File: src/rtl/format_detector_pkg.sv
package format_detector_pkg;

    // Timing reference words
    localparam logic [9:0] TRS_ONES  = 10'h3ff;
    localparam logic [9:0] TRS_ZEROS = 10'h000;
    // Flags word bit positions
    localparam int FLAG_H_BIT = 6;
    localparam int FLAG_V_BIT = 7;

    localparam int WORD_W  = 13;
    localparam int LINE_W  = 11;
    localparam int CODE_W  = 4;
    localparam int NUM_FMT = 16;

    // Register map
    localparam logic [11:0] REG_CONTROL = 12'h000;
    localparam logic [11:0] REG_STATUS  = 12'h004;
    localparam logic [11:0] REG_COUNTS  = 12'h008;
    localparam logic [11:0] REG_LINE    = 12'h00c;
    localparam logic [11:0] REG_TABLE   = 12'h100;
    localparam int CTRL_REACQ_BIT = 0;
    localparam logic [1:0] RESP_OKAY   = 2'b00;
    localparam logic [1:0] RESP_SLVERR = 2'b10;

    localparam int DEFAULT_ERROR_LIMIT = 4;

    typedef enum logic [9:0] {
        ACQ_START   = 10'b00_0000_0001,
        ACQ_WAIT    = 10'b00_0000_0010,
        ACQ_COUNT   = 10'b00_0000_0100,
        ACQ_LINES   = 10'b00_0000_1000,
        FMT_COMPARE = 10'b00_0001_0000,
        LCK_WAIT    = 10'b00_0010_0000,
        LCK_COUNT   = 10'b00_0100_0000,
        LCK_LINES   = 10'b00_1000_0000,
        LCK_COMPARE = 10'b01_0000_0000,
        LCK_ERROR   = 10'b10_0000_0000
    } detect_state_e;

endpackage

File: src/rtl/format_detector.sv
// Added by the designer: the register addresses and the AXI4-Lite slave port.
`timescale 1ns/10ps
// Behaviour
// After reset the machine starts in the acquisition loop.
// Acquiring, counting starts at a start-of-active flags word on first active line.
// Word counter advances every cycle, line counter once per line.
// Word counting stops at the next start-of-active flags word.
// Line counting continues until the vertical flag rises.
// Format index is zero on entering comparison and addresses the tables.
// Comparison steps the index once per cycle until match or terminal count.
// On match the index is stored as format code, then locked loop.
// No match by terminal count returns to the acquisition start.
// Locked, measure and compare counts with the locked format.
// Locked mismatch passes an error state and increments the error counter.
// Error counter at the limit returns to acquisition.
// A locked match clears the error counter.
// Reacquire high forces the acquisition start state.
// Segmented look-alikes may report the interlaced code.
// Detected format is a four-bit code.
// Locked, first active line loads line number from per-format table.
// Line number advances per end-of-active marker, reloads 1 after maximum.
// Markers are one all-ones word then two all-zeros words, then flags.
// Error limit is a parameter; code valid only while locked.
module format_detector
    import format_detector_pkg::*;
#(
    parameter int ERROR_LIMIT = DEFAULT_ERROR_LIMIT
) (
    // Clock and reset
    input  wire logic                sys_clk,
    input  wire logic                rstn,
    // Video stream, one channel word per clock
    input  wire logic [9:0]          video_word,
    input  wire logic                reacquire,
    // Detection results
    output logic [CODE_W-1:0]        format_code,
    output logic                     format_locked,
    output logic [LINE_W-1:0]        line_number,
    // AXI4-Lite write address
    input  wire logic [11:0]         s_axi_awaddr,
    input  wire logic                s_axi_awvalid,
    output logic                     s_axi_awready,
    // AXI4-Lite write data
    input  wire logic [31:0]         s_axi_wdata,
    input  wire logic [3:0]          s_axi_wstrb,
    input  wire logic                s_axi_wvalid,
    output logic                     s_axi_wready,
    // AXI4-Lite write response
    output logic [1:0]               s_axi_bresp,
    output logic                     s_axi_bvalid,
    input  wire logic                s_axi_bready,
    // AXI4-Lite read address
    input  wire logic [11:0]         s_axi_araddr,
    input  wire logic                s_axi_arvalid,
    output logic                     s_axi_arready,
    // AXI4-Lite read data
    output logic [31:0]              s_axi_rdata,
    output logic [1:0]               s_axi_rresp,
    output logic                     s_axi_rvalid,
    input  wire logic                s_axi_rready
);

    logic                 rst_s1;
    logic                 rst_n;
    logic [9:0]           w1;
    logic [9:0]           w2;
    logic [9:0]           w3;
    logic                 v_prev;
    detect_state_e        state;
    detect_state_e        next_state;
    logic [WORD_W-1:0]    word_cnt;
    logic [LINE_W-1:0]    line_cnt;
    logic [CODE_W-1:0]    fmt_index;
    logic [7:0]           err_cnt;
    logic                 soft_reacq;
    logic [WORD_W-1:0]    tbl_words [NUM_FMT];
    logic [LINE_W-1:0]    tbl_lines [NUM_FMT];
    logic [LINE_W-1:0]    tbl_first [NUM_FMT];
    logic [LINE_W-1:0]    tbl_max   [NUM_FMT];

    always_ff @(posedge sys_clk or negedge rstn) begin
        if (!rstn) begin
            rst_s1 <= 1'b0;
            rst_n  <= 1'b0;
        end else begin
            rst_s1 <= 1'b1;
            rst_n  <= rst_s1;
        end
    end

    // Preamble then flags word
    wire trs_flags = (w3 == TRS_ONES) && (w2 == TRS_ZEROS) && (w1 == TRS_ZEROS);
    wire flag_v    = video_word[FLAG_V_BIT];
    wire sav       = trs_flags && !video_word[FLAG_H_BIT];
    wire eav       = trs_flags && video_word[FLAG_H_BIT];
    wire first_act = sav && v_prev && !flag_v;
    wire v_rise    = eav && !v_prev && flag_v;
    wire [CODE_W-1:0] cmp_index = (state == LCK_COMPARE) ? format_code : fmt_index;
    // Look-alikes compare equal; first table hit is reported
    wire table_hit = (tbl_words[cmp_index] == word_cnt) && (tbl_lines[cmp_index] == line_cnt);
    wire index_end = (fmt_index == CODE_W'(NUM_FMT - 1));
    wire err_full  = (err_cnt >= 8'(ERROR_LIMIT - 1));

    always_ff @(posedge sys_clk or negedge rst_n) begin
        if (!rst_n) begin
            w1     <= 10'h000;
            w2     <= 10'h000;
            w3     <= 10'h000;
            // Low until a blank line is seen, so a mid-field join starts no count
            v_prev <= 1'b0;
        end else begin
            w1 <= video_word;
            w2 <= w1;
            w3 <= w2;
            // V of the previous line, so the active line's own EAV cannot hide the fall
            if (sav)
                v_prev <= flag_v;
        end
    end

    always_comb begin
        next_state = state;
        case (state)
            ACQ_START:   next_state = ACQ_WAIT;
            // Start at first active line
            ACQ_WAIT:    if (first_act) next_state = ACQ_COUNT;
            // Stop words at next active start
            ACQ_COUNT:   if (sav) next_state = ACQ_LINES;
            // Lines end at blanking
            ACQ_LINES:   if (v_rise) next_state = FMT_COMPARE;
            FMT_COMPARE: begin
                // Match enters lock
                if (table_hit)
                    next_state = LCK_WAIT;
                // Exhausted, restart
                else if (index_end)
                    next_state = ACQ_START;
            end
            // Locked measurement loop
            LCK_WAIT:    if (first_act) next_state = LCK_COUNT;
            LCK_COUNT:   if (sav) next_state = LCK_LINES;
            LCK_LINES:   if (v_rise) next_state = LCK_COMPARE;
            LCK_COMPARE: next_state = table_hit ? LCK_WAIT : LCK_ERROR;
            // Too many errors
            LCK_ERROR:   next_state = err_full ? ACQ_START : LCK_WAIT;
            default:     next_state = ACQ_START;
        endcase
        // Forced reacquire
        if (reacquire || soft_reacq)
            next_state = ACQ_START;
    end

    wire counting = (state == ACQ_COUNT) || (state == LCK_COUNT);
    wire lining   = counting || (state == ACQ_LINES) || (state == LCK_LINES);
    wire start_c  = (state == ACQ_WAIT || state == LCK_WAIT) && first_act;

    // Reset into acquisition
    always_ff @(posedge sys_clk or negedge rst_n) begin
        if (!rst_n)
            state <= ACQ_START;
        else
            state <= next_state;
    end

    always_ff @(posedge sys_clk or negedge rst_n) begin
        if (!rst_n) begin
            word_cnt <= '0;
            line_cnt <= '0;
        end else if (start_c) begin
            word_cnt <= WORD_W'(1);
            line_cnt <= LINE_W'(1);
        end else begin
            // Words per cycle, lines per line
            if (counting && !sav)
                word_cnt <= word_cnt + WORD_W'(1);
            if (lining && eav && !flag_v)
                line_cnt <= line_cnt + LINE_W'(1);
        end
    end

    always_ff @(posedge sys_clk or negedge rst_n) begin
        if (!rst_n)
            fmt_index <= '0;
        // Step index in comparison
        else if (state == FMT_COMPARE && !table_hit && !index_end)
            fmt_index <= fmt_index + CODE_W'(1);
        // Zero on entry
        else if (state != FMT_COMPARE)
            fmt_index <= '0;
    end

    always_ff @(posedge sys_clk or negedge rst_n) begin
        if (!rst_n) begin
            format_code   <= '0;
            format_locked <= 1'b0;
            err_cnt       <= '0;
        end else begin
            // Store four-bit code
            if (state == FMT_COMPARE && table_hit)
                format_code <= fmt_index;
            // Valid only in locked loop
            format_locked <= (next_state == LCK_WAIT) || (next_state == LCK_COUNT) ||
                             (next_state == LCK_LINES) || (next_state == LCK_COMPARE) ||
                             (next_state == LCK_ERROR);
            // Match clears errors
            if (state == LCK_COMPARE && table_hit)
                err_cnt <= '0;
            // Count mismatch
            else if (state == LCK_ERROR)
                err_cnt <= err_cnt + 8'h01;
            else if (!format_locked)
                err_cnt <= '0;
        end
    end

    wire at_max = (line_number >= tbl_max[format_code]);
    always_ff @(posedge sys_clk or negedge rst_n) begin
        if (!rst_n)
            line_number <= LINE_W'(1);
        else if (format_locked) begin
            // Load first active line
            if (eav && v_prev && !flag_v)
                line_number <= tbl_first[format_code];
            // Advance or roll to one
            else if (eav)
                line_number <= at_max ? LINE_W'(1) : line_number + LINE_W'(1);
        end
    end

    // Register bus slave
    logic [11:0] aw_addr;
    logic        aw_held;
    logic [31:0] w_data;
    logic [3:0]  w_strb;
    logic        w_held;
    wire         do_write  = aw_held && w_held && !s_axi_bvalid;
    wire         w_control = (aw_addr == REG_CONTROL);
    wire         w_tbl     = aw_addr[11:8] == REG_TABLE[11:8] && aw_addr[7:6] == 2'b00;
    wire [3:0]   w_tidx    = aw_addr[5:2];
    wire [3:0]   r_tidx    = s_axi_araddr[5:2];
    wire         r_tbl     = s_axi_araddr[11:8] == REG_TABLE[11:8] && s_axi_araddr[7:6] == 2'b00;
    wire         rd_take   = s_axi_arvalid && s_axi_arready;
    wire         next_aw_held = (aw_held || (s_axi_awvalid && s_axi_awready)) && !do_write;
    wire         next_w_held  = (w_held || (s_axi_wvalid && s_axi_wready)) && !do_write;
    wire         next_bvalid  = do_write || (s_axi_bvalid && !s_axi_bready);
    wire         next_rvalid  = rd_take || (s_axi_rvalid && !s_axi_rready);

    // Ready flags registered from next-cycle occupancy
    always_ff @(posedge sys_clk or negedge rst_n) begin
        if (!rst_n) begin
            s_axi_awready <= 1'b0;
            s_axi_wready  <= 1'b0;
            s_axi_arready <= 1'b0;
        end else begin
            s_axi_awready <= !next_aw_held && !next_bvalid;
            s_axi_wready  <= !next_w_held && !next_bvalid;
            s_axi_arready <= !next_rvalid;
        end
    end

    always_ff @(posedge sys_clk or negedge rst_n) begin
        if (!rst_n) begin
            aw_addr      <= '0;
            aw_held      <= 1'b0;
            w_data       <= '0;
            w_strb       <= '0;
            w_held       <= 1'b0;
            s_axi_bvalid <= 1'b0;
            s_axi_bresp  <= RESP_OKAY;
            soft_reacq   <= 1'b0;
        end else begin
            soft_reacq <= 1'b0;
            if (s_axi_awvalid && s_axi_awready) begin
                aw_addr <= s_axi_awaddr;
                aw_held <= 1'b1;
            end
            if (s_axi_wvalid && s_axi_wready) begin
                w_data <= s_axi_wdata;
                w_strb <= s_axi_wstrb;
                w_held <= 1'b1;
            end
            if (do_write) begin
                aw_held      <= 1'b0;
                w_held       <= 1'b0;
                s_axi_bvalid <= 1'b1;
                s_axi_bresp  <= (w_control || w_tbl) ? RESP_OKAY : RESP_SLVERR;
                if (w_control && w_strb[0])
                    soft_reacq <= w_data[CTRL_REACQ_BIT];
            end else if (s_axi_bvalid && s_axi_bready)
                s_axi_bvalid <= 1'b0;
        end
    end

    // Format tables, loaded by software: words[12:0], lines[26:16]
    always_ff @(posedge sys_clk) begin
        if (do_write && w_tbl && w_strb == 4'hf) begin
            tbl_words[w_tidx] <= w_data[WORD_W-1:0];
            tbl_lines[w_tidx] <= w_data[16 +: LINE_W];
        end
        if (do_write && aw_addr[11:8] == REG_TABLE[11:8] && aw_addr[7:6] == 2'b01
            && w_strb == 4'hf) begin
            tbl_first[w_tidx] <= w_data[LINE_W-1:0];
            tbl_max[w_tidx]   <= w_data[16 +: LINE_W];
        end
    end

    wire r_tbl2 = s_axi_araddr[11:8] == REG_TABLE[11:8] && s_axi_araddr[7:6] == 2'b01;
    wire [31:0] rd_mux =
        (s_axi_araddr == REG_CONTROL) ? 32'h0000_0000 :
        (s_axi_araddr == REG_STATUS)  ? {16'h0000, err_cnt, 3'b000, format_locked, format_code} :
        (s_axi_araddr == REG_COUNTS)  ? {5'h00, line_cnt, 3'b000, word_cnt} :
        (s_axi_araddr == REG_LINE)    ? {21'h000000, line_number} :
        r_tbl  ? {5'h00, tbl_lines[r_tidx], 3'b000, tbl_words[r_tidx]} :
        r_tbl2 ? {5'h00, tbl_max[r_tidx], 5'h00, tbl_first[r_tidx]} : 32'h0000_0000;
    wire rd_ok = (s_axi_araddr == REG_CONTROL) || (s_axi_araddr == REG_STATUS) ||
                 (s_axi_araddr == REG_COUNTS) || (s_axi_araddr == REG_LINE) || r_tbl || r_tbl2;

    always_ff @(posedge sys_clk or negedge rst_n) begin
        if (!rst_n) begin
            s_axi_rvalid <= 1'b0;
            s_axi_rdata  <= '0;
            s_axi_rresp  <= RESP_OKAY;
        end else if (rd_take) begin
            s_axi_rvalid <= 1'b1;
            s_axi_rdata  <= rd_mux;
            s_axi_rresp  <= rd_ok ? RESP_OKAY : RESP_SLVERR;
        end else if (s_axi_rvalid && s_axi_rready)
            s_axi_rvalid <= 1'b0;
    end

endmodule

File: config.mk
export PLATFORM = sky130hd
export DESIGN_NAME = format_detector
export DESIGN_NICKNAME = d
export VERILOG_FILES = /design/src/rtl/format_detector_pkg.sv /design/src/rtl/format_detector.sv
export SDC_FILE = /design/constraint.sdc
export NUM_CORES = 1
export LEC_CHECK = 0
export BUFFER_PORTS_ARGS = -buffer_cell sky130_fd_sc_hd__clkbuf_2
export CAP_MARGIN = 20
export CORE_MARGIN = 2
export CORE_UTILIZATION = 40
export CTS_BUF_LIST = sky130_fd_sc_hd__clkbuf_4 sky130_fd_sc_hd__clkbuf_8 sky130_fd_sc_hd__clkbuf_16
export DETAILED_ROUTE_END_ITERATION = 8
export MAX_ROUTING_LAYER = met4
export PLACE_DENSITY = 0.6
export SYNTH_ARGS = -nofsm -noshare
export SYNTH_HDL_FRONTEND = slang
export SYNTH_SLANG_ARGS = --single-unit
export TNS_END_PERCENT = 5
File: constraint.sdc
create_clock -name sys_clk -period 5.9 [get_ports sys_clk]
set_input_delay 0.295 -clock sys_clk [delete_from_list [all_inputs] [get_ports sys_clk]]
set_output_delay 0.295 -clock sys_clk [all_outputs]
set_load 0.005 [all_outputs]
Word level (Yosys, flattened, before mapping) --
Memory sizes are Yosys's and may differ from the RTL's. Index checks and enable logic that the tools add are counted.
Storage, ports and cells: bits in writable memories 736, input port bits 78, bits in registers 182, memories kept 4, output and inout port bits 57, logic and storage cells 204
Cells by class: order comparisons 2, mux-type cells 47, eq/ne operators 29, reductions and logical operators 89, add/subtract/negate cells 5
Memories:
- tbl_words | words 16, width 13, rd ports 2, clocked after Yosys merged registers in 0, write ports 1, line format_detector.sv:76 | logic [WORD_W-1:0] tbl_words [NUM_FMT];
- tbl_first | words 16, width 11, rd ports 2, clocked after Yosys merged registers in 0, write ports 1, line format_detector.sv:78 | logic [LINE_W-1:0] tbl_first [NUM_FMT];
- tbl_lines | words 16, width 11, rd ports 2, clocked after Yosys merged registers in 0, write ports 1, line format_detector.sv:77 | logic [LINE_W-1:0] tbl_lines [NUM_FMT];
- tbl_max | words 16, width 11, rd ports 2, clocked after Yosys merged registers in 0, write ports 1, line format_detector.sv:79 | logic [LINE_W-1:0] tbl_max [NUM_FMT];
Operators with widths (count):
- $mux 27 | 6
- $mux 10 | 10
- $pmux 10 s10 | 1
- $mux 11 | 5
- $logic_and 1x1->1 | 41
- $eq 10x10->1 const B | 3
- $mux 13 | 2
- $eq 12x4->1 const B | 2
- $logic_not 12->1 | 2
- $mux 8 | 3
- $add 11x1->11 const B | 2
- $eq 10x6->1 const B | 2
- $eq 10x7->1 const B | 2
- $eq 10x8->1 const B | 2
- $eq 10x9->1 const B | 2
- $logic_not 10->1 | 2
- $logic_or 1x1->1 | 19
- $reduce_bool 2->1 | 8
- $logic_not 1->1 | 14
- $mux 1 | 14
- $add 13x1->13 const B | 1
- $eq 13x13->1 | 1
- $eq 12x3->1 const B | 1
- $mux 4 | 3
- 19 further kinds | 24

Longest topological paths before layout --
Gate-level depths: netlist of the first run.
depth in word-level cells 14, gate-level depth with buffers 25

Least setup slack after synthesis of the first run --
OpenSTA, ideal clock, no wires.
path type reg-to-reg, from register format_code[0], to register line_number[10], stages on the path, launching flop included 26, library setup time 0.069 ns, slack -0.066 ns, arrival 5.897 ns, path through dfrtp_1 -> buf_2 -> buf_2 -> buf_2 -> buf_2 -> buf_2 -> buf_2 -> buf_2 -> buf_2 -> mux4_2 -> mux4_2 -> inv_1 -> ha_1 -> nor2b_1 -> o21a_1 -> o21a_1 -> o21a_1 -> o21a_1 -> o21a_1 -> o21a_1 -> o21ai_0 -> a21o_1 -> clkbuf_1 -> clkbuf_1 -> nand4_1 -> nand3_1
On the way: cells in the longest elaborated chain, start to end 5
Ends and longest elaborated chain:
- start: declaration | line format_detector.sv:36 | output logic [CODE_W-1:0] format_code,
- start signal: assignment | line format_detector.sv:200 | format_code <= fmt_index;
- $mem_v2 16x11
- $ge 11x11->1 | line format_detector.sv:216 | wire at_max = (line_number >= tbl_max[format_code]);
- $mux 11 | line format_detector.sv:226 | line_number <= at_max ? LINE_W'(1) : line_number + LINE_W'(1);
- $mux 11 | line format_detector.sv:225 | else if (eav)
- $mux 11 (*) | line format_detector.sv:222 | if (eav && v_prev && !flag_v)
- end signal: assignment | line format_detector.sv:223 | line_number <= tbl_first[format_code];
- end signal: assignment | line format_detector.sv:226
- end: declaration | line format_detector.sv:38 | output logic [LINE_W-1:0] line_number,
Mark *: on every way between the ends. The rest lies on a longest branch, timed or not. The select of a mux whose other input is x is not followed. A chain may end at the register's enable or synchronous reset.

Final worst setup path of the first run --
from register state[1], to register fmt_index[1]
On the way: cells in the longest elaborated chain, start to end 9
Ends and longest elaborated chain:
- start: declaration | line format_detector.sv:69 | detect_state_e state;
- start signal: assignment | line format_detector.sv:162 | state <= next_state;
- $eq 10x9->1 | line format_detector.sv:98 | wire [CODE_W-1:0] cmp_index = (state == LCK_COMPARE) ? format_code : fmt_index;
- $mux 4 | line format_detector.sv:98
- $mem_v2 16x13 or $mem_v2 16x11 (tied branches)
- $eq 13x13->1 or $eq 11x11->1 (tied branches) | line format_detector.sv:100 | wire table_hit = (tbl_words[cmp_index] == word_cnt) && (tbl_lines[cmp_index] == line_cnt);
- $logic_and 1x1->1 | line format_detector.sv:100
- $logic_not 1->1 | line format_detector.sv:185 | else if (state == FMT_COMPARE && !table_hit && !index_end)
- $logic_and 1x1->1 (2 in a row) | line format_detector.sv:185
- $mux 4 or $reduce_bool 2->1 (tied branches)
- end signal: assignment | line format_detector.sv:186 | fmt_index <= fmt_index + CODE_W'(1);
- end: declaration | line format_detector.sv:73 | logic [CODE_W-1:0] fmt_index;
Parallel ways exist; a longest one is shown, timed or not.

==> impl_metrics.prom, run 1 <==
# TYPE chip_impl_metric gauge
chip_impl_info{name="run_status",value="finished, final reports clean"} 1
chip_impl_info{name="timing_worst_setup_path_type",value="register to register"} 1
chip_impl_metric{name="rrSetupSlack",unit="ns"} 0.31
chip_impl_metric{name="drtPass1Iterations",unit=""} 6
chip_impl_metric{name="first_pass_grt_wire_length",unit="µm"} 201000
chip_impl_info{name="r2r-start",value="state[1]$_DFF_PN0_"} 1
chip_impl_metric{name="p_leak",unit="nW"} 17.2
chip_impl_metric{name="ff2ff_path_depth",unit=""} 14
chip_impl_metric{name="drt-vias-per-instance",unit=""} 6.36
chip_impl_metric{name="dp_cells",unit=""} 4228
chip_impl_info{name="crit_path_start_kind",value="register"} 1
chip_impl_info{name="crit_top_cell",value="sky130_fd_sc_hd__buf_4"} 1
chip_impl_info{name="r2r_end",value="fmt_index[1]$_DFFE_PN0P_"} 1
chip_impl_info{name="critical_path.cell_chain",value="or4b_1, buf_4, o31ai_2, nand2_1, nand3_1, o22ai_1, nor4_1, buf_4, xor2_1, o2111a_1, and4_1, buf_4, o21ai_1, a21oi_1"} 1
chip_impl_metric{name="insertion_delay",unit="ns"} 0.69
chip_impl_metric{name="multi_input_area",unit="mm²"} 0.0170
chip_impl_metric{name="layout.cells.non_filler",unit=""} 4484
chip_impl_metric{name="htree_num_levels",unit=""} 3
chip_impl_metric{name="die_h",unit="µm"} 337
chip_impl_metric{name="synth_enable_flop_cells",unit=""} 736
chip_impl_metric{name="postLayoutCoreUtil",unit="%"} 46.3
chip_impl_metric{name="use_met3",unit="%"} 5.60
chip_impl_metric{name="die_area",unit="mm²"} 0.113
chip_impl_metric{name="clock-skew-final",unit="ns"} 0.0356
chip_impl_metric{name="setup-tns-final",unit="ns"} 0
chip_impl_metric{name="drive_above_1_share",unit="%"} 31.2
chip_impl_metric{name="cts_setup_buffers",unit=""} 0
chip_impl_metric{name="slew_violations",unit=""} 0
chip_impl_metric{name="setup_viol",unit=""} 0
chip_impl_metric{name="worst-slew-pin-transition",unit="ns"} 1.22
chip_impl_metric{name="maximum_count_of_clock_buffers_along_a_single_path",unit=""} 3
chip_impl_info{name="gr-max-usage-layer",value="met2"} 1
chip_impl_info{name="worstSetupEndpointType",value="register"} 1
chip_impl_metric{name="ant_nets",unit=""} 0
chip_impl_metric{name="seq_area",unit="mm²"} 0.0264
chip_impl_metric{name="port_buffers",unit=""} 119
chip_impl_metric{name="globalRouteMet2Util",unit="%"} 38.5
chip_impl_metric{name="pin_count",unit=""} 135
chip_impl_metric{name="grt_util_all_layers",unit="%"} 25.4
chip_impl_metric{name="synth.yosys.warnings",unit=""} 0
chip_impl_metric{name="clkSinkCount",unit=""} 908
chip_impl_metric{name="fin_nets",unit=""} 3006
chip_impl_metric{name="worst-path-max-fanout",unit=""} 10
chip_impl_info{name="cpLargestDelayFamily",value="simple AND/OR/NAND/NOR gates"} 1
chip_impl_metric{name="cp_slowest_stage_delay",unit="ns"} 0.88
chip_impl_metric{name="slew_headroom",unit="%"} 18.4
chip_impl_info{name="cts_root_buffer",value="sky130_fd_sc_hd__clkbuf_16"} 1
chip_impl_metric{name="via_count",unit=""} 28500
chip_impl_metric{name="grtUsageMet1",unit="%"} 33.9
chip_impl_metric{name="synth.cell_area",unit="mm²"} 0.0443
chip_impl_metric{name="final_report_hold_violation_count",unit=""} 0
chip_impl_metric{name="cts.reportedPaths.clkPinSlew",unit="ns"} 0.07
chip_impl_metric{name="grt_total_ovfl",unit=""} 0
chip_impl_metric{name="detailedPlacementHpwl",unit="µm"} 88200
chip_impl_info{name="critical_path.endpoint",value="fmt_index[1]$_DFFE_PN0P_"} 1
chip_impl_metric{name="synth.ff_latch_count",unit=""} 908
chip_impl_info{name="worst_setup_path_startpoint",value="state[1]$_DFF_PN0_"} 1
chip_impl_metric{name="cap_violations",unit=""} 0
chip_impl_metric{name="synth-seq-area-share",unit="%"} 59.6
chip_impl_metric{name="grt_pass1_vias",unit=""} 28900
chip_impl_metric{name="layout-area-overhead-vs-synth",unit="%"} 15.2
chip_impl_metric{name="grt_max_degree",unit=""} 129
chip_impl_metric{name="cts-buffers-inserted",unit=""} 98
chip_impl_metric{name="coreArea",unit="mm²"} 0.110
chip_impl_metric{name="grt_antenna_before_repair",unit=""} 6
chip_impl_metric{name="hold_buffers",unit=""} 58
chip_impl_metric{name="worst-endpoint-required",unit="ns"} 6.46
chip_impl_metric{name="fillCellCount",unit=""} 9380
chip_impl_metric{name="wire_per_inst",unit="µm"} 31.2
chip_impl_metric{name="buffers_and_inverters_on_the_worst_path",unit=""} 3
chip_impl_metric{name="netlist-cell-type-count",unit=""} 90
chip_impl_metric{name="power.density",unit="mW/mm²"} 314
chip_impl_info{name="min_path_type",value="primary input to register"} 1
chip_impl_metric{name="crit_arrival",unit="ns"} 6.15
chip_impl_info{name="ys_dominant_reg_cell",value="sky130_fd_sc_hd__edfxtp_1"} 1
chip_impl_metric{name="die_width",unit="µm"} 337
chip_impl_metric{name="max_clock_freq",unit="MHz"} 179
chip_impl_metric{name="synthesis.instances",unit=""} 2704
chip_impl_info{name="grt_setup_unrepaired",value="false"} 1
chip_impl_metric{name="path_depth",unit=""} 14
chip_impl_metric{name="ys_async_sr_fraction",unit="%"} 18.9
chip_impl_metric{name="power.ir.vdd_worst",unit="mV"} 0.228
chip_impl_metric{name="detailed_route_wl",unit="µm"} 140000
chip_impl_metric{name="period_share",unit="%"} 94.7
chip_impl_metric{name="first_iter_violations",unit=""} 4044
chip_impl_info{name="critical_path.slowest_cell",value="sky130_fd_sc_hd__or4b_1"} 1
chip_impl_metric{name="drc",unit=""} 0
chip_impl_metric{name="syn-mean-instance-area",unit="µm²"} 16.4
chip_impl_metric{name="post_cts_resize_count",unit=""} 0
chip_impl_metric{name="placement_rows",unit=""} 122
chip_impl_metric{name="min_period",unit="ns"} 5.59
chip_impl_metric{name="place.gp.congestion",unit=""} 0.900
chip_impl_metric{name="initial_utilization",unit="%"} 40.2
chip_impl_info{name="cts_tree",value="done"} 1
==> stage by stage <==
step | power [W] | instance area [µm²] | setup slack (ns) | hold WS, ns
after floorplan | 0.00907 | 44300 | 0.00614 | -0.000591
after global placement | 0.00973 | 47000 | 0.630 | 0.0824
after detailed placement | 0.00985 | 47000 | 0.506 | 0.0868
after CTS | 0.0158 | 50700 | 0.463 | 0.174
after global routing | 0.0165 | 51000 | 0.202 | 0.228
final | 0.0160 | 51000 | 0.313 | 0.203
==> area by class of cell <==
cell class                 instances  share of cell area (%)
sequential                       908                    51.8
antenna                            1                 0.00490
inverter                          51                   0.375
multi-input combinational       1548                    33.3
clock inverter                    60                   0.829
timing repair buffer             305                    4.77
clock buffer                     123                    5.25
tap                             1488                    3.65
==> cells by family after synthesis <==
group,Yosys count,synth area share (%)
AO/OA/AOI/OAI,378,5.96
buffers and inverters,254,2.44
other,2,0.0170
AND/OR/NAND/NOR,550,6.32
adder cells (fa/ha/maj),16,0.452
multiplexers,562,24.5
flip-flops,908,59.6
XOR/XNOR,34,0.672
==> synth_stat cells (7+ instances only) <==
master | count | share of area, %
sky130_fd_sc_hd__edfxtp_1 | 736 | 50
sky130_fd_sc_hd__mux4_2 | 413 | 21
sky130_fd_sc_hd__dfrtp_1 | 170 | 9.6
sky130_fd_sc_hd__nor2_1 | 135 | 1.1
sky130_fd_sc_hd__clkbuf_1 | 128 | 1.1
sky130_fd_sc_hd__nand2_1 | 125 | 1.1
sky130_fd_sc_hd__mux2i_1 | 97 | 2.2
sky130_fd_sc_hd__o21ai_0 | 66 | 0.75
sky130_fd_sc_hd__a21oi_1 | 61 | 0.69
sky130_fd_sc_hd__nand3_1 | 55 | 0.62
sky130_fd_sc_hd__inv_1 | 50 | 0.42
sky130_fd_sc_hd__mux2_2 | 49 | 1.2
sky130_fd_sc_hd__nor3_1 | 44 | 0.50
sky130_fd_sc_hd__and3_1 | 34 | 0.48
sky130_fd_sc_hd__o22ai_1 | 34 | 0.48
sky130_fd_sc_hd__buf_1 | 33 | 0.28
sky130_fd_sc_hd__nor4_1 | 32 | 0.45
sky130_fd_sc_hd__a211oi_1 | 29 | 0.49
sky130_fd_sc_hd__a2111oi_0 | 24 | 0.47
sky130_fd_sc_hd__nand2b_1 | 23 | 0.32
sky130_fd_sc_hd__xnor2_1 | 23 | 0.45
sky130_fd_sc_hd__a311oi_1 | 22 | 0.44
sky130_fd_sc_hd__buf_2 | 22 | 0.25
sky130_fd_sc_hd__nand4_1 | 22 | 0.31
sky130_fd_sc_hd__a31oi_1 | 21 | 0.30
sky130_fd_sc_hd__ha_1 | 16 | 0.45
sky130_fd_sc_hd__nor2b_1 | 15 | 0.21
sky130_fd_sc_hd__buf_4 | 14 | 0.24
sky130_fd_sc_hd__o211ai_1 | 13 | 0.22
sky130_fd_sc_hd__a22oi_1 | 11 | 0.19
sky130_fd_sc_hd__xor2_1 | 11 | 0.22
sky130_fd_sc_hd__a22o_1 | 10 | 0.20
sky130_fd_sc_hd__o21a_1 | 10 | 0.17
sky130_fd_sc_hd__or3_1 | 10 | 0.14
sky130_fd_sc_hd__a211o_1 | 9 | 0.18
sky130_fd_sc_hd__a21boi_0 | 7 | 0.12
sky130_fd_sc_hd__nand3b_1 | 7 | 0.12
==> layout by cell type (no fill, tap or decap), types with 11 or more instances in the layout <==
| cell | n |
|---|---|
| sky130_fd_sc_hd__xor2_1 | 11 |
| sky130_fd_sc_hd__dfrtp_1 | 164 |
| sky130_fd_sc_hd__a211oi_1 | 29 |
| sky130_fd_sc_hd__mux4_2 | 413 |
| sky130_fd_sc_hd__nor4_1 | 32 |
| sky130_fd_sc_hd__dlygate4sd3_1 | 58 |
| sky130_fd_sc_hd__clkbuf_4 | 22 |
| sky130_fd_sc_hd__and3_1 | 33 |
| sky130_fd_sc_hd__clkbuf_16 | 100 |
| sky130_fd_sc_hd__mux2i_1 | 97 |
| sky130_fd_sc_hd__o211ai_1 | 13 |
| sky130_fd_sc_hd__nor2_2 | 14 |
| sky130_fd_sc_hd__buf_4 | 111 |
| sky130_fd_sc_hd__o21ai_0 | 66 |
| sky130_fd_sc_hd__nand2_1 | 124 |
| sky130_fd_sc_hd__nor3_1 | 37 |
| sky130_fd_sc_hd__inv_1 | 50 |
| sky130_fd_sc_hd__a311oi_1 | 22 |
| sky130_fd_sc_hd__a22oi_1 | 11 |
| sky130_fd_sc_hd__ha_1 | 16 |
| sky130_fd_sc_hd__clkbuf_2 | 115 |
| sky130_fd_sc_hd__nand3_1 | 55 |
| sky130_fd_sc_hd__xnor2_1 | 23 |
| sky130_fd_sc_hd__nor2_4 | 13 |
| sky130_fd_sc_hd__clkinv_2 | 19 |
| sky130_fd_sc_hd__nand4_1 | 22 |
| sky130_fd_sc_hd__edfxtp_1 | 736 |
| sky130_fd_sc_hd__nand2b_1 | 23 |
| sky130_fd_sc_hd__o22ai_1 | 34 |
| sky130_fd_sc_hd__a31oi_1 | 21 |
| sky130_fd_sc_hd__mux2_2 | 49 |
| sky130_fd_sc_hd__nor2_1 | 110 |
| sky130_fd_sc_hd__clkinv_1 | 26 |
| sky130_fd_sc_hd__a21oi_1 | 61 |
| sky130_fd_sc_hd__nor2b_1 | 15 |
| sky130_fd_sc_hd__a2111oi_0 | 24 |
==> worst min-delay path: cells and delay by family <==
family,cells,cell delay [ns]
buffers and inverters,2,0.33
AOI/OAI and AO/OA,1,0.16
and+or+nand+nor,1,0.05
==> per-layer routing <==
layer  vias to the layer above  share of wire, %
met5                         -                 0
met2                      1666                46
met1                     14900                39
met3                       310                11
met4                         0               4.1
li1                      11600                 -
==> sequential cells by signal (all words and copies together), names as in the netlist, 11 cells and up <==
name / flops
tbl_words: 208
tbl_first: 176
tbl_lines: 176
tbl_max: 176
s_axi_rdata: 27
w_data: 24
word_cnt: 13
aw_addr: 12
line_cnt: 11
line_number: 11
==> where the power goes <==
| part | leakage (nW) | internal (W) | switching (W) |
|---|---|---|---|
| sequential | 8.80 | 0.00790 | 0.000574 |
| combinational | 6.89 | 0.000648 | 0.000894 |
| clock | 1.56 | 0.00340 | 0.00259 |
| total | 17.2 | 0.0119 | 0.00406 |
==> worst min path at each step <==
stage                              from                          to  slack (ns)  depth (start not counted)
after floorplan                    rstn             rst_n$_DFF_PN0_     -0.0006                          0
after global placement             rstn            rst_s1$_DFF_PN0_        0.08                          1
after detailed placement           rstn            rst_s1$_DFF_PN0_        0.09                          1
after CTS                 s_axi_arvalid    s_axi_rvalid$_DFFE_PN0P_        0.17                          4
after global routing      s_axi_arvalid  s_axi_rdata[5]$_DFFE_PN0P_        0.23                          5
final                     s_axi_arvalid    s_axi_rvalid$_DFFE_PN0P_        0.20                          4
Power figures use the tool's default switching activity.
==> run 2, diff against run 1 <==
--- a/config.mk
+++ b/config.mk
@@ -8,11 +8,11 @@
 export BUFFER_PORTS_ARGS = -buffer_cell sky130_fd_sc_hd__clkbuf_2
 export CAP_MARGIN = 20
 export CORE_MARGIN = 2
-export CORE_UTILIZATION = 40
+export CORE_UTILIZATION = 35
 export CTS_BUF_LIST = sky130_fd_sc_hd__clkbuf_4 sky130_fd_sc_hd__clkbuf_8 sky130_fd_sc_hd__clkbuf_16
 export DETAILED_ROUTE_END_ITERATION = 8
 export MAX_ROUTING_LAYER = met4
-export PLACE_DENSITY = 0.6
+export PLACE_DENSITY = 0.55
 export SYNTH_ARGS = -nofsm -noshare
 export SYNTH_HDL_FRONTEND = slang
 export SYNTH_SLANG_ARGS = --single-unit
==> impl_metrics.prom, run 2 (same netlist as run 1, synthesis figures left out) <==
# TYPE chip_impl_metric gauge
chip_impl_metric{name="via_count",unit=""} 28200
chip_impl_metric{name="worst-path-max-fanout",unit=""} 20
chip_impl_metric{name="crit_arrival",unit="ns"} 5.95
chip_impl_metric{name="first_pass_grt_wire_length",unit="µm"} 205000
chip_impl_metric{name="min_period",unit="ns"} 5.39
chip_impl_metric{name="ant_nets",unit=""} 0
chip_impl_metric{name="htree_num_levels",unit=""} 3
chip_impl_metric{name="seq_area",unit="mm²"} 0.0264
chip_impl_metric{name="clkSinkCount",unit=""} 908
chip_impl_info{name="critical_path.cell_chain",value="or4_4, o31ai_4, buf_4, nand2_1, buf_4, nand3_1, o22ai_1, nor4_1, buf_4, xor2_1, o2111a_1, and4_1, nor3_1, o31a_1"} 1
chip_impl_metric{name="hold_buffers",unit=""} 58
chip_impl_metric{name="power.ir.vdd_worst",unit="mV"} 0.239
chip_impl_metric{name="port_buffers",unit=""} 119
chip_impl_info{name="crit_top_cell",value="sky130_fd_sc_hd__buf_4"} 1
chip_impl_metric{name="cts-buffers-inserted",unit=""} 99
chip_impl_metric{name="cts_setup_buffers",unit=""} 0
chip_impl_metric{name="insertion_delay",unit="ns"} 0.71
chip_impl_metric{name="die_h",unit="µm"} 360
chip_impl_metric{name="grt_antenna_before_repair",unit=""} 4
chip_impl_metric{name="slew_headroom",unit="%"} 22.2
chip_impl_metric{name="hold_slack",unit="ns"} 0.196
chip_impl_info{name="critical_path.slowest_cell",value="sky130_fd_sc_hd__or4_4"} 1
chip_impl_metric{name="grt_total_ovfl",unit=""} 0
chip_impl_info{name="crit_path_start_kind",value="register"} 1
chip_impl_metric{name="detailed_route_wl",unit="µm"} 142000
chip_impl_metric{name="initial_utilization",unit="%"} 35.3
chip_impl_info{name="run_status",value="finished, final reports clean"} 1
chip_impl_metric{name="drive_above_1_share",unit="%"} 31.5
chip_impl_metric{name="drc",unit=""} 0
chip_impl_metric{name="slew_violations",unit=""} 0
chip_impl_metric{name="place.gp.congestion",unit=""} 0.914
chip_impl_metric{name="coreArea",unit="mm²"} 0.126
chip_impl_info{name="r2r_end",value="state[3]$_DFF_PN0_"} 1
chip_impl_info{name="worstSetupEndpointType",value="register"} 1
chip_impl_metric{name="grt_pass1_vias",unit=""} 29000
chip_impl_metric{name="first_iter_violations",unit=""} 3417
chip_impl_metric{name="post_cts_resize_count",unit=""} 0
chip_impl_info{name="grt_setup_unrepaired",value="false"} 1
chip_impl_metric{name="period_share",unit="%"} 91.4
chip_impl_metric{name="cap_violations",unit=""} 0
chip_impl_metric{name="fin_nets",unit=""} 3014
chip_impl_metric{name="ff2ff_path_depth",unit=""} 14
chip_impl_info{name="layout_commonest_cell",value="sky130_fd_sc_hd__edfxtp_1"} 1
chip_impl_metric{name="worst-endpoint-required",unit="ns"} 6.46
chip_impl_metric{name="wire_per_inst",unit="µm"} 30.6
chip_impl_metric{name="pin_count",unit=""} 135
chip_impl_metric{name="layout-area-overhead-vs-synth",unit="%"} 16.6
chip_impl_metric{name="drtPass1Iterations",unit=""} 5
chip_impl_info{name="min_path_type",value="primary input to register"} 1
chip_impl_metric{name="grt_util_all_layers",unit="%"} 22.5
chip_impl_info{name="hold_path.startpoint",value="s_axi_arvalid"} 1
chip_impl_metric{name="largest_register_ff_count",unit=""} 208
chip_impl_metric{name="die_width",unit="µm"} 360
chip_impl_info{name="top_library_cells_by_usage_in_the_layout_fill_and_taps_aside",value="736 x sky130_fd_sc_hd__edfxtp_1, 413 x sky130_fd_sc_hd__mux4_2, 164 x sky130_fd_sc_hd__dfrtp_1"} 1
chip_impl_metric{name="power.total",unit="W"} 0.0165
chip_impl_metric{name="fillCellCount",unit=""} 11200
chip_impl_metric{name="placement_rows",unit=""} 130
chip_impl_info{name="r2r-start",value="state[3]$_DFF_PN0_"} 1
chip_impl_metric{name="cts.reportedPaths.clkPinSlew",unit="ns"} 0.06
chip_impl_metric{name="max_clock_freq",unit="MHz"} 186
chip_impl_metric{name="power.density",unit="mW/mm²"} 319
chip_impl_info{name="cts_root_buffer",value="sky130_fd_sc_hd__clkbuf_16"} 1
chip_impl_metric{name="grt_max_degree",unit=""} 131
chip_impl_metric{name="setup_viol",unit=""} 0
chip_impl_metric{name="clock-skew-final",unit="ns"} 0.0319
chip_impl_metric{name="rrSetupSlack",unit="ns"} 0.51
chip_impl_info{name="worst_hold_path_endpoint",value="s_axi_rvalid$_DFFE_PN0P_"} 1
chip_impl_info{name="cts_tree",value="done"} 1
chip_impl_metric{name="multi_input_area",unit="mm²"} 0.0170
chip_impl_metric{name="hold_depth",unit=""} 4
chip_impl_metric{name="die_area",unit="mm²"} 0.129
chip_impl_info{name="largest-register",value="tbl_words"} 1
chip_impl_metric{name="drt-vias-per-instance",unit=""} 6.06
chip_impl_metric{name="detailedPlacementHpwl",unit="µm"} 89400
chip_impl_metric{name="worst-slew-pin-transition",unit="ns"} 1.17
chip_impl_metric{name="final_report_hold_violation_count",unit=""} 0
chip_impl_info{name="timing_worst_setup_path_type",value="register to register"} 1
chip_impl_metric{name="p_leak",unit="nW"} 17.4
chip_impl_metric{name="cp_slowest_stage_delay",unit="ns"} 0.78
chip_impl_metric{name="maximum_count_of_clock_buffers_along_a_single_path",unit=""} 3
chip_impl_metric{name="setup-tns-final",unit="ns"} 0
run 2: cell count changes in the layout (fill, tap and decap cells not counted), sizes merged:
| cell | change |
|---|---|
| buf | +7 |
| bufinv | +7 |
| clkbuf | +2 |
| clkinv | -9 |
| clkinvlp | +4 |
| diode | +2 |
| inv | -4 |
run 2: how the worst max path moves through the flow:
stage                               startpoint                           to  depth (start not counted)
global route                state[3]$_DFF_PN0_           state[3]$_DFF_PN0_                         13
detailed placement          state[3]$_DFF_PN0_           state[3]$_DFF_PN0_                         14
CTS                         state[3]$_DFF_PN0_           state[3]$_DFF_PN0_                         14
floorplan           format_code[0]$_DFFE_PN0P_  line_number[10]$_DFFE_PN0P_                         24
global placement            state[3]$_DFF_PN0_           state[3]$_DFF_PN0_                         14
finish                      state[3]$_DFF_PN0_           state[3]$_DFF_PN0_                         14
run 2: routing by layer:
layer,global-route usage (%),wire (µm),up-vias
li1,-,-,11600
met1,29.9,57600,14900
met2,34.1,66300,1454
met3,5.11,13500,260
met4,7.51,5150,0
met5,-,0,-
run 2: area by class of cell:
class	instances	area share, %
Antenna cell	3	0.0145
Clock buffer	125	5.42
Clock inverter	58	1.11
Inverter	51	0.371
Multi-Input combinational cell	1548	33.0
Sequential cell	908	51.2
Tap cell	1650	4.00
Timing Repair Buffer	312	4.93
run 2: where the power goes:
part	total (W)	switching [W]	internal, W
Clock	0.00643	0.00261	0.00383
Sequential	0.00842	0.000518	0.00790
Combinational	0.00160	0.000949	0.000654
Total	0.0165	0.00407	0.0124
run 2: metrics by stage:
stage | std cells | worst slack (ns) | cell area (µm²) | util, %
floorplan | 2710 | 0.00614 | 44300 | -
global placement | 4393 | 0.758 | 47300 | 37.6
detailed placement | 4394 | 0.661 | 47300 | 37.7
CTS | 4635 | 0.647 | 51200 | 40.8
global route | 4655 | 0.353 | 51600 | 41.1
finish | 4655 | 0.509 | 51600 | 41.1
run 2: critical path: cells and delay by family (launching register included):
kind,cells,cell delay [ns]
AOI/OAI and AO/OA,4,1.11
buffers and inverters,3,0.78
xor gates and xnor gates,1,0.23
DFF,1,0.52
and+or+nand+nor,6,2.61
